**src/rtl/flash_ctrl_pkg.sv**
```systemverilog
package flash_ctrl_pkg;

	// ----------------------------------------
	// Register map
	// ----------------------------------------
	localparam logic [7:0] CTRL_OFS       = 8'h00;
	localparam logic [7:0] KEY_OFS        = 8'h04;
	localparam logic [7:0] PAGE_OFS       = 8'h08;
	localparam logic [7:0] OFFSET_OFS     = 8'h0c;
	localparam logic [7:0] STATUS_OFS     = 8'h10;
	localparam logic [7:0] LATCH_IDX_OFS  = 8'h14;
	localparam logic [7:0] LATCH_DATA_OFS = 8'h18;

	// ----------------------------------------
	// Control fields and codes
	// ----------------------------------------
	localparam int          START_BIT      = 15;
	localparam int          WRITE_PERMIT_BIT_BIT       = 14;
	localparam int          ERASE_BIT      = 6;
	localparam logic [3:0]  OP_ROW_PROG    = 4'h1;
	localparam logic [3:0]  OP_BLOCK_ERASE = 4'h2;
	localparam logic [3:0]  OP_BULK_ERASE  = 4'h3;
	localparam logic [7:0]  KEY_FIRST      = 8'h55;
	localparam logic [7:0]  KEY_SECOND     = 8'haa;
	localparam logic [15:0] CTRL_RESET     = 16'h0000;
	localparam logic [7:0]  PAGE_RESET     = 8'h00;
	localparam logic [15:0] OFFSET_RESET   = 16'h0000;

	// ----------------------------------------
	// Array geometry and timing
	// ----------------------------------------
	localparam int ROW_WORDS     = 64;
	localparam int BLOCK_ROWS    = 8;
	localparam int BLOCK_WORDS   = ROW_WORDS * BLOCK_ROWS;
	localparam int CLK_MHZ       = 250;
	localparam int ERASE_TIME_US = 20000;
	localparam int PROG_TIME_US  = 2000;
	localparam int ERASE_CYCLES  = ERASE_TIME_US * CLK_MHZ;
	localparam int PROG_CYCLES   = PROG_TIME_US * CLK_MHZ;

	typedef struct packed {
		logic        write_permit_bit;
		logic        erase;
		logic [3:0]  op;
	} flash_cfg_t;

	typedef struct packed {
		logic        wr_en;
		logic        erase;
		logic        bulk;
		logic [23:0] addr;
		logic [23:0] data;
	} flash_cmd_t;

endpackage : flash_ctrl_pkg

```
**src/rtl/flash_program_erase_control.sv**
```systemverilog
// Behaviour
// - Code 0010 with erase set selects block erase.
// - Erase at bit 6, write-enable at bit 14.
// - Code 0001, erase clear, enable set: row program.
// - Start refused without key sequence just before.
// - Start erases, stalls processor, start self-clears.
// - Start programs row and stalls until done.
// - Start bit clears when row write completes.
// - Erase unit is eight rows, 512 instructions.
// - Row write takes 64 words from latches.
// - Only one row programmed per operation.
// - Bulk erase only in serial programming mode.
// - Start bit launches operation, reads 0 when idle.
// - Write-enable clear blocks all program and erase.
//
// Design decisions made here: the address map and register access over Wishbone.
module flash_program_erase_control
	import flash_ctrl_pkg::*;
#(
	parameter int unsigned ERASE_CYC = ERASE_CYCLES,
	parameter int unsigned PROG_CYC  = PROG_CYCLES
) (
	input  wire logic        mclk,
	input  wire logic        rst,
	input  wire logic        wb_cyc_i,
	input  wire logic        wb_stb_i,
	input  wire logic        wb_we_i,
	input  wire logic [7:0]  wb_adr_i,
	input  wire logic [3:0]  wb_sel_i,
	input  wire logic [31:0] wb_dat_i,
	output logic      [31:0] wb_dat_o,
	output logic             wb_ack_o,
	input  wire logic        serial_prog_mode,
	output logic             cpu_stall,
	output flash_cmd_t       flash_cmd
);

	typedef enum logic [1:0] {
		ST_IDLE,
		ST_ERASE,
		ST_PROG_LOAD,
		ST_WAIT
	} seq_state_t;

	typedef enum logic [1:0] {
		KEY_NONE,
		KEY_HALF,
		KEY_OPEN
	} key_state_t;

	// ----------------------------------------
	// Storage
	// ----------------------------------------
	seq_state_t  state_reg;
	key_state_t  key_reg;
	flash_cfg_t  cfg_reg;
	flash_cfg_t  cfg_next;
	flash_cmd_t  cmd_reg;
	logic        start_reg;
	logic        stall_reg;
	logic        refused_reg;
	logic        ack_reg;
	logic [31:0] dat_reg;
	logic [31:0] rd_data;
	logic [7:0]  page_reg;
	logic [15:0] offset_reg;
	logic [5:0]  latch_idx_reg;
	logic [5:0]  prog_idx_reg;
	logic [31:0] timer_reg;
	logic [23:0] row_base_reg;
	logic        mode_meta_reg;
	logic        mode_sync_reg;
	logic [23:0] latch_mem [ROW_WORDS];

	logic        bus_hit;
	logic        bus_wr;
	logic        ctrl_wr;
	logic        key_wr;
	logic        start_req;
	logic        start_ok;
	logic        is_row;
	logic        is_block;
	logic        is_bulk;
	logic [23:0] target_addr;

	function automatic logic [23:0] align_down(input logic [23:0] a, input int unsigned words);
		align_down = a & ~(24'(words) - 24'h000001);
	endfunction : align_down

	// ----------------------------------------
	// Bus decode
	// ----------------------------------------
	assign bus_hit     = wb_cyc_i & wb_stb_i & ~ack_reg;
	assign bus_wr      = bus_hit & wb_we_i;
	assign ctrl_wr     = bus_wr && (wb_adr_i == CTRL_OFS);
	assign key_wr      = bus_wr && (wb_adr_i == KEY_OFS) && wb_sel_i[0];
	assign target_addr = {page_reg, offset_reg};

	// Bits 13..7 and 5..4 have no storage, so writes to them vanish.
	always_comb begin
		cfg_next = cfg_reg;
		if (wb_sel_i[0]) begin
			cfg_next.erase = wb_dat_i[ERASE_BIT];
			cfg_next.op    = wb_dat_i[3:0];
		end
		if (wb_sel_i[1]) begin
			cfg_next.write_permit_bit = wb_dat_i[WRITE_PERMIT_BIT_BIT];
		end
	end

	// The start write checks the configuration it carries itself.
	assign is_block  = (cfg_next.op == OP_BLOCK_ERASE) && cfg_next.erase;
	assign is_row    = (cfg_next.op == OP_ROW_PROG) && !cfg_next.erase;
	assign is_bulk   = (cfg_next.op == OP_BULK_ERASE) && cfg_next.erase
	                   && mode_sync_reg;
	assign start_req = ctrl_wr && wb_sel_i[1] && wb_dat_i[START_BIT]
	                   && (state_reg == ST_IDLE);
	assign start_ok  = start_req && (key_reg == KEY_OPEN) && cfg_next.write_permit_bit
	                   && (is_block || is_row || is_bulk);

	// ----------------------------------------
	// Pin synchroniser
	// ----------------------------------------
	always_ff @(posedge mclk or posedge rst) begin
		if (rst) begin
			mode_meta_reg <= 1'b0;
			mode_sync_reg <= 1'b0;
		end else begin
			mode_meta_reg <= serial_prog_mode;
			mode_sync_reg <= mode_meta_reg;
		end
	end

	// ----------------------------------------
	// Unlock sequence
	// ----------------------------------------
	// Any other write breaks the sequence, so the unlock must be the
	// last thing software does before the start write consumes it.
	always_ff @(posedge mclk or posedge rst) begin
		if (rst) begin
			key_reg <= KEY_NONE;
		end else if (key_wr) begin
			if (wb_dat_i[7:0] == KEY_FIRST) begin
				key_reg <= KEY_HALF;
			end else if (wb_dat_i[7:0] == KEY_SECOND && key_reg == KEY_HALF) begin
				key_reg <= KEY_OPEN;
			end else begin
				key_reg <= KEY_NONE;
			end
		end else if (bus_wr) begin
			key_reg <= KEY_NONE;
		end
	end

	// ----------------------------------------
	// Configuration and address registers
	// ----------------------------------------
	always_ff @(posedge mclk or posedge rst) begin
		if (rst) begin
			cfg_reg    <= flash_cfg_t'({CTRL_RESET[WRITE_PERMIT_BIT_BIT], CTRL_RESET[ERASE_BIT], CTRL_RESET[3:0]});
			page_reg   <= PAGE_RESET;
			offset_reg <= OFFSET_RESET;
		end else if (bus_wr && state_reg == ST_IDLE) begin
			if (wb_adr_i == CTRL_OFS) begin
				cfg_reg <= cfg_next;
			end
			if (wb_adr_i == PAGE_OFS && wb_sel_i[0]) begin
				page_reg <= wb_dat_i[7:0];
			end
			if (wb_adr_i == OFFSET_OFS) begin
				if (wb_sel_i[0]) begin
					offset_reg[7:0] <= wb_dat_i[7:0];
				end
				if (wb_sel_i[1]) begin
					offset_reg[15:8] <= wb_dat_i[15:8];
				end
			end
		end
	end

	// ----------------------------------------
	// Latch buffers
	// ----------------------------------------
	always_ff @(posedge mclk or posedge rst) begin
		if (rst) begin
			latch_idx_reg <= 6'h00;
		end else if (bus_wr && state_reg == ST_IDLE) begin
			if (wb_adr_i == LATCH_IDX_OFS && wb_sel_i[0]) begin
				latch_idx_reg <= wb_dat_i[5:0];
			end else if (wb_adr_i == LATCH_DATA_OFS) begin
				latch_idx_reg <= latch_idx_reg + 6'h01;
			end
		end
	end

	always_ff @(posedge mclk) begin
		if (bus_wr && state_reg == ST_IDLE && wb_adr_i == LATCH_DATA_OFS) begin
			latch_mem[latch_idx_reg] <= wb_dat_i[23:0];
		end
	end

	// ----------------------------------------
	// Operation sequencer
	// ----------------------------------------
	// The stall is raised at the start write so the processor cannot
	// run ahead of the array; the two no-ops only cover pipeline fill.
	always_ff @(posedge mclk or posedge rst) begin
		if (rst) begin
			state_reg    <= ST_IDLE;
			start_reg    <= 1'b0;
			stall_reg    <= 1'b0;
			refused_reg  <= 1'b0;
			timer_reg    <= 32'h0000_0000;
			prog_idx_reg <= 6'h00;
			row_base_reg <= 24'h000000;
			cmd_reg      <= '0;
		end else begin
			cmd_reg.wr_en <= 1'b0;
			cmd_reg.erase <= 1'b0;
			cmd_reg.bulk  <= 1'b0;
			case (state_reg)
				ST_IDLE: begin
					if (start_req) begin
						refused_reg <= ~start_ok;
					end
					if (start_ok && is_row) begin
						start_reg    <= 1'b1;
						stall_reg    <= 1'b1;
						prog_idx_reg <= 6'h00;
						row_base_reg <= align_down(target_addr, ROW_WORDS);
						state_reg    <= ST_PROG_LOAD;
					end else if (start_ok) begin
						start_reg     <= 1'b1;
						stall_reg     <= 1'b1;
						cmd_reg.erase <= 1'b1;
						cmd_reg.bulk  <= is_bulk;
						cmd_reg.addr  <= align_down(target_addr, BLOCK_WORDS);
						timer_reg     <= ERASE_CYC - 32'd1;
						state_reg     <= ST_ERASE;
					end
				end
				ST_ERASE: begin
					if (timer_reg == 32'h0000_0000) begin
						start_reg <= 1'b0;
						stall_reg <= 1'b0;
						state_reg <= ST_IDLE;
					end else begin
						timer_reg <= timer_reg - 32'd1;
					end
				end
				ST_PROG_LOAD: begin
					cmd_reg.wr_en <= 1'b1;
					cmd_reg.addr  <= row_base_reg | {18'h00000, prog_idx_reg};
					cmd_reg.data  <= latch_mem[prog_idx_reg];
					prog_idx_reg  <= prog_idx_reg + 6'h01;
					if (prog_idx_reg == 6'(ROW_WORDS - 1)) begin
						timer_reg <= PROG_CYC - 32'd1;
						state_reg <= ST_WAIT;
					end
				end
				ST_WAIT: begin
					if (timer_reg == 32'h0000_0000) begin
						start_reg <= 1'b0;
						stall_reg <= 1'b0;
						state_reg <= ST_IDLE;
					end else begin
						timer_reg <= timer_reg - 32'd1;
					end
				end
				default: begin
					state_reg <= ST_IDLE;
				end
			endcase
		end
	end

	// ----------------------------------------
	// Read-back and bus answer
	// ----------------------------------------
	always_comb begin
		rd_data = 32'h0000_0000;
		case (wb_adr_i)
			CTRL_OFS: begin
				rd_data[START_BIT] = start_reg;
				rd_data[WRITE_PERMIT_BIT_BIT]  = cfg_reg.write_permit_bit;
				rd_data[ERASE_BIT] = cfg_reg.erase;
				rd_data[3:0]       = cfg_reg.op;
			end
			PAGE_OFS:      rd_data[7:0]  = page_reg;
			OFFSET_OFS:    rd_data[15:0] = offset_reg;
			STATUS_OFS:    rd_data[3:0]  = {mode_sync_reg, key_reg == KEY_OPEN, refused_reg, stall_reg};
			LATCH_IDX_OFS: rd_data[5:0]  = latch_idx_reg;
			default:       rd_data = 32'h0000_0000;
		endcase
	end

	always_ff @(posedge mclk or posedge rst) begin
		if (rst) begin
			ack_reg <= 1'b0;
			dat_reg <= 32'h0000_0000;
		end else begin
			ack_reg <= bus_hit;
			if (bus_hit && !wb_we_i) begin
				dat_reg <= rd_data;
			end
		end
	end

	assign wb_ack_o  = ack_reg;
	assign wb_dat_o  = dat_reg;
	assign cpu_stall = stall_reg;
	assign flash_cmd = cmd_reg;

endmodule : flash_program_erase_control

```
**config.mk**
```make
export PLATFORM = sky130hd
export DESIGN_NAME = flash_program_erase_control
export DESIGN_NICKNAME = d
export VERILOG_FILES = /design/src/rtl/flash_ctrl_pkg.sv /design/src/rtl/flash_program_erase_control.sv
export SDC_FILE = /design/constraint.sdc
export NUM_CORES = 2
export LEC_CHECK = 0
export ABC_AREA = 1
export CAP_MARGIN = 20
export CORE_ASPECT_RATIO = 1.75
export CORE_MARGIN = 2
export CORE_UTILIZATION = 55
export DETAILED_ROUTE_END_ITERATION = 8
export DONT_BUFFER_PORTS = 1
export PLACE_DENSITY = 0.7
export SLEW_MARGIN = 10
export SYNTH_ARGS = -nofsm -noshare
export SYNTH_HDL_FRONTEND = slang
export SYNTH_SLANG_ARGS = --single-unit
```
**constraint.sdc**
```tcl
create_clock -name mclk -period 8.87 [get_ports mclk]
set_clock_uncertainty 0.1 [all_clocks]
set_input_delay 0.4435 -clock mclk [delete_from_list [all_inputs] [get_ports mclk]]
set_output_delay 0.4435 -clock mclk [all_outputs]
set_load 0.02 [all_outputs]
```
== Word level (Yosys, flattened, before mapping) ==
Memories as Yosys holds them, arrays and structs flattened. A register that Yosys moved wholly into a read port is not among the register bits.
Index checks and enable logic that the tools add are counted.
Word-level totals
  flip-flop bits (word level): 144
  RAM bits: 1536
  output and inout bits: 85
  memories kept: 1
Operators by class
  $add $sub $neg: 3
  equality and inequality tests: 24
  mux-type cells: 37
  bitwise gates (word level): 6
  reductions and logical operators: 44
Memories
  latch_mem: words 64, width 24, read ports 1, clocked after memory_dff 1, wr ports 1, line flash_program_erase_control.sv:73  | logic [23:0] latch_mem [ROW_WORDS];
Operators with widths (number)
  $mux 32: 4
  $pmux 32 s3: 1
  $mux 26: 2
  $pmux 24 s2: 1
  $logic_not 32->1: 1
  $sub 32x1->32 const B: 1
  $eq 8x5->1 const B: 3
  $mux 6: 4
  $or 24x6->24: 1
  $logic_and 1x1->1: 20
  $pmux 4 s5: 1
  $mux 2: 9
  $eq 8x4->1 const B: 2
  $reduce_and 3->1: 5
  $add 6x1->6 const B: 2
  $pmux 2 s3: 2
  $pmux 6 s2: 1
  $reduce_and 2->1: 6
  $eq 4x2->1 const B: 2
  $eq 8x3->1 const B: 1
  $eq 8x7->1 const B: 1
  $eq 8x8->1 const B: 1
  $logic_not 8->1: 1
  $ne 2x2->1 const B: 4
  other kinds (19): 38

== Depth between registers and ports, before layout ==
  word-level depth: 13
  mapped depth: 15
  mapped depth without buffers: 12

== Worst setup path after synthesis ==
No wires, ideal clock.
  path type: input -> register
  start point: input port wb_adr_i[1]
  end point: memory latch_mem[63][0], enable pin
  library setup time: 435 ps
  arrival: 2815 ps
  required time: 8335 ps
  path slack: 5520 ps
  stages: 7
  buffers on the path: 0
  cell sequence: nor2_1 inv_1 nor3_1 nand2_1 nor2_1 inv_1 nor3_1
Between the ends
  cells in the longest elaborated chain, start to end: 4
RTL lines
  start: declaration: line flash_program_erase_control.sv:28  | input wire logic [7:0] wb_adr_i,
  $eq 8x5->1: line flash_program_erase_control.sv:197  | if (bus_wr && state_reg == ST_IDLE && wb_adr_i == LATCH_DATA_OFS) begin
  $logic_and 1x1->1: line flash_program_erase_control.sv:197
  $mux 1: line flash_program_erase_control.sv:197
  $mux 1 (not written as such): line flash_program_erase_control.sv:198  | latch_mem[latch_idx_reg] <= wb_dat_i[23:0];
  end: declaration: line flash_program_erase_control.sv:73
No other way between the ends.

==> impl_metrics.ini <==
[status]
status = complete, no violations

[cts]
clockBufferDepth = 3
cts_tree = done
clockRootBuffer = clkbuf_16
clk_pin_slew_ns = 0.07
cts_resized = 0
clock_latency_ns = 0.77
htree_num_levels = 4
cts_setup_buffers = 0
numCtsBuffers = 145
cts_sinks = 1704

[worst_setup_path]
worstPathRequired_ns = 9.48
critPathMaxStageDelay_ns = 0.83
crit_path_top_delay_cell = buf_4
cp_cell_sequence = buf_12 -> buf_4 -> buf_4 -> nor3_1 -> nor3_1 -> nand2_1 -> nand3_1 -> nand3_1 -> nand2_1 -> nand2_1 -> nand3_1
critPathKind = register to register
r2r_start = prog_idx_reg[0]
path_max_fanout = 184
crit_path_end_kind = register
startpoint = prog_idx_reg[0]
worstSetupStartpointType = register
worst-path-buf-inv = 3
cp.arrival_ns = 5.42
critical-path-top-delay-family = buffers and inverters

[grt]
overflow = 0
antenna_found_initial = 2
grt_pass1_wl_mm = 278
grt_usage_pct = 29.2
grt_max_degree = 225
grt_pass1_vias = 45200

[min_path]
worstHoldStart = wb_adr_i[0]
hold_class = primary input to register

[timing]
post-route-period-util_pct = 54.2
timing.hold.ws_ns = 0.0657
fin_crit_ns = 4.81
setup-tns-final_ns = 0
fin_ws_ns = 4.06
setup_viol = 0
slew_headroom_pct = 27.7
fmax_ghz = 0.208
rsz0062_at_grt = no
maxSlewViolCount = 0
hold_viol_final = 0
tightest_slew_ns = 1.08

[die]
die_x_um = 273
start_util_pct = 55.5
dieArea_mm2 = 0.130
core_area_mm2 = 0.125
fp-row-count = 172
ios = 135
die_h_um = 475

[power]
power_leakage_nw = 26.0
p_clk_share_pct = 41.7
power_frac_seq_pct = 56.7
p_sw_share_pct = 19.5
power.total_mw = 15.5
p_switching_mw = 3.02
peakVddDrop_v = 0.000162
internal_power_mw = 12.4
p_comb_share_pct = 1.6
powerDensity_mw_per_mm2 = 201

[logic_synthesis]
ys_seq_area_share_pct = 72.3
yosys_warnings = 0
syn_area_mm2 = 0.0696
synth-xor-area-share_pct = 0.151
netlist_instances = 5989
synth.mux.area_fraction_pct = 0.0144
synth_edf_count = 1536
synth_cell_types = 46
synth_top_family_by_area = simple AND/OR/NAND/NOR gates
synth_compound_area_share_pct = 8.10
synthAdderAreaFrac_pct = 0.0539
avgSynthCellArea_um2 = 11.6
synth_flop_cell = edfxtp_1
ys_ff_latch = 1704
yosys.area_share.simple_pct = 15.5
async_reset_ff_share_pct = 9.86

[detailed_routing]
wl_per_cell_um = 24.6
drt_iter0_markers = 5179
vias_per_cell = 6.02
ant_nets = 0
dr.pass1.iters = 6
wirelength_mm = 189
drc_errors = 0
num_vias = 46300

[cells_and_area]
fin_cells = 7692
multi_input_area_mm2 = 0.0168
area.growth.synth_to_final_pct = 10.3
layout.nets = 5983
seq_area_mm2 = 0.0503
drive_gt1_share_pct = 7.47
largest_register_ffs = 1536
n_fill_cell = 9484

[job]
cap_viol_max_count = 0

[place]
place_congestion = 0.879
io_buffers = 0
placed_cells = 7373
dp_hpwl_mm = 101
pre_cts_ws_ns = 4.25
-- synth_stat cells (2+ instances only) --
| library cell | instances | area share [%] |
|---|---|---|
| inv_1 | 236 | 1.3 |
| nor2_1 | 899 | 4.8 |
| clkinv_1 | 3 | 0.016 |
| buf_4 | 36 | 0.39 |
| buf_6 | 5 | 0.081 |
| buf_1 | 34 | 0.18 |
| inv_2 | 5 | 0.027 |
| nand2_4 | 5 | 0.081 |
| xnor2_1 | 5 | 0.063 |
| o21ai_1 | 141 | 1.0 |
| nand4_1 | 7 | 0.063 |
| ha_1 | 3 | 0.054 |
| o21ai_0 | 684 | 4.9 |
| o211ai_1 | 46 | 0.50 |
| dfrtp_1 | 168 | 6.0 |
| edfxtp_1 | 1536 | 66 |
| nor3_1 | 259 | 1.9 |
| nor2_4 | 6 | 0.097 |
| xor2_1 | 7 | 0.088 |
| nand3_1 | 475 | 3.4 |
| or2_2 | 3 | 0.027 |
| nor4_1 | 6 | 0.054 |
| nor2_2 | 6 | 0.054 |
| a21o_1 | 2 | 0.022 |
| nand2_1 | 871 | 4.7 |
| nand2_2 | 8 | 0.072 |
| buf_2 | 152 | 1.1 |
| o22ai_1 | 51 | 0.46 |
| nand3_2 | 8 | 0.12 |
| a21oi_1 | 153 | 1.1 |
| clkbuf_1 | 154 | 0.83 |
-- tightest hold or removal path, stage by stage --
cell and delay (ns):
nor2_1 0.05, nand3_2 0.09, nor2_4 0.05, a21oi_1 0.13, a41oi_1 0.13
-- worst paths after layout --
| kind | endpoint | slack [ns] | depth (start not counted) |
|---|---|---|---|
| setup / recovery | flash_cmd[6] | 4.06 | 11 |
| hold / removal | wb_dat_o[0] | 0.07 | 5 |
| setup reg to reg | flash_cmd[6] | 4.06 | 11 |
| hold reg to reg | mode_sync_reg | 0.31 | 0 |
| max in group asynchronous | prog_idx_reg[3] | 6.86 | 3 |
| min in group asynchronous | flash_cmd[48] | 0.18 | 2 |
-- cells by family after synthesis --
family	Yosys count
AOI/OAI and AO/OA	1084
xor gates and xnor gates	12
adders and majority gates	3
buffers and inverters	627
DFF	1704
muxes	1
other	1
and+or+nand+nor	2557
-- routing by layer --
| layer | vias up | GRT usage (%) | wire (um) |
|---|---|---|---|
| met5 | - | 0 | 10 |
| met4 | 2 | 18.5 | 12900 |
| met3 | 515 | 4.69 | 14100 |
| met2 | 2091 | 49.8 | 94700 |
| met1 | 22800 | 34.4 | 67200 |
| li1 | 20900 | - | - |
-- placed cells by master, fill, tap and decap left out, types with 8 or more instances in the layout --
| master | n |
|---|---|
| edfxtp_1 | 1536 |
| nand2_1 | 871 |
| nor2_1 | 833 |
| o21ai_0 | 684 |
| nand3_1 | 475 |
| nor3_1 | 258 |
| inv_1 | 233 |
| dfrtp_1 | 163 |
| a21oi_1 | 153 |
| clkbuf_16 | 148 |
| o21ai_1 | 141 |
| buf_4 | 93 |
| nor2_2 | 68 |
| o22ai_1 | 51 |
| o211ai_1 | 46 |
| dlygate4sd3_1 | 39 |
| clkbuf_1 | 26 |
| clkinv_1 | 24 |
| clkinv_2 | 24 |
| buf_16 | 24 |
| bufinv_16 | 18 |
| conb_1 | 16 |
| nor2_4 | 10 |
| nand2_2 | 8 |
| nand3_2 | 8 |
-- cell type report --
cell class	instances	area share [%]
clock inverter	74	1.10
inverter	245	1.24
multi-input combinational	3673	21.9
timing repair buffer	161	2.41
tap	1653	2.69
sequential	1704	65.6
clock buffer	181	5.07
antenna	1	0.00326
-- metrics by stage --
| stage | utilization, % | cell area, um^2 |
|---|---|---|
| after floorplan | - | 69700 |
| after global placement | 56.6 | 71000 |
| after detailed placement | 56.6 | 71000 |
| after CTS | 61.2 | 76800 |
| after global routing | 61.2 | 76800 |
| final | 61.2 | 76800 |
-- power groups by stage --
stage | registers [mW] | logic (mW) | clock network (mW)
finish | 8.76 | 0.241 | 6.45
global route | 8.76 | 0.254 | 6.80
CTS | 8.76 | 0.238 | 6.50
detailed placement | 8.93 | 0.0554 | 0
global placement | 8.93 | 0.0544 | 0
floorplan | 8.93 | 0.0464 | 0
-- what timing repair did --
item | 4_1_cts | 5_1_grt
endpoints found under the setup margin | 0 | 0
endpoints found under the hold margin | 1681 | 0
hold buffers | 63 | 0
No activity file was read; power rests on OpenSTA's default activity.
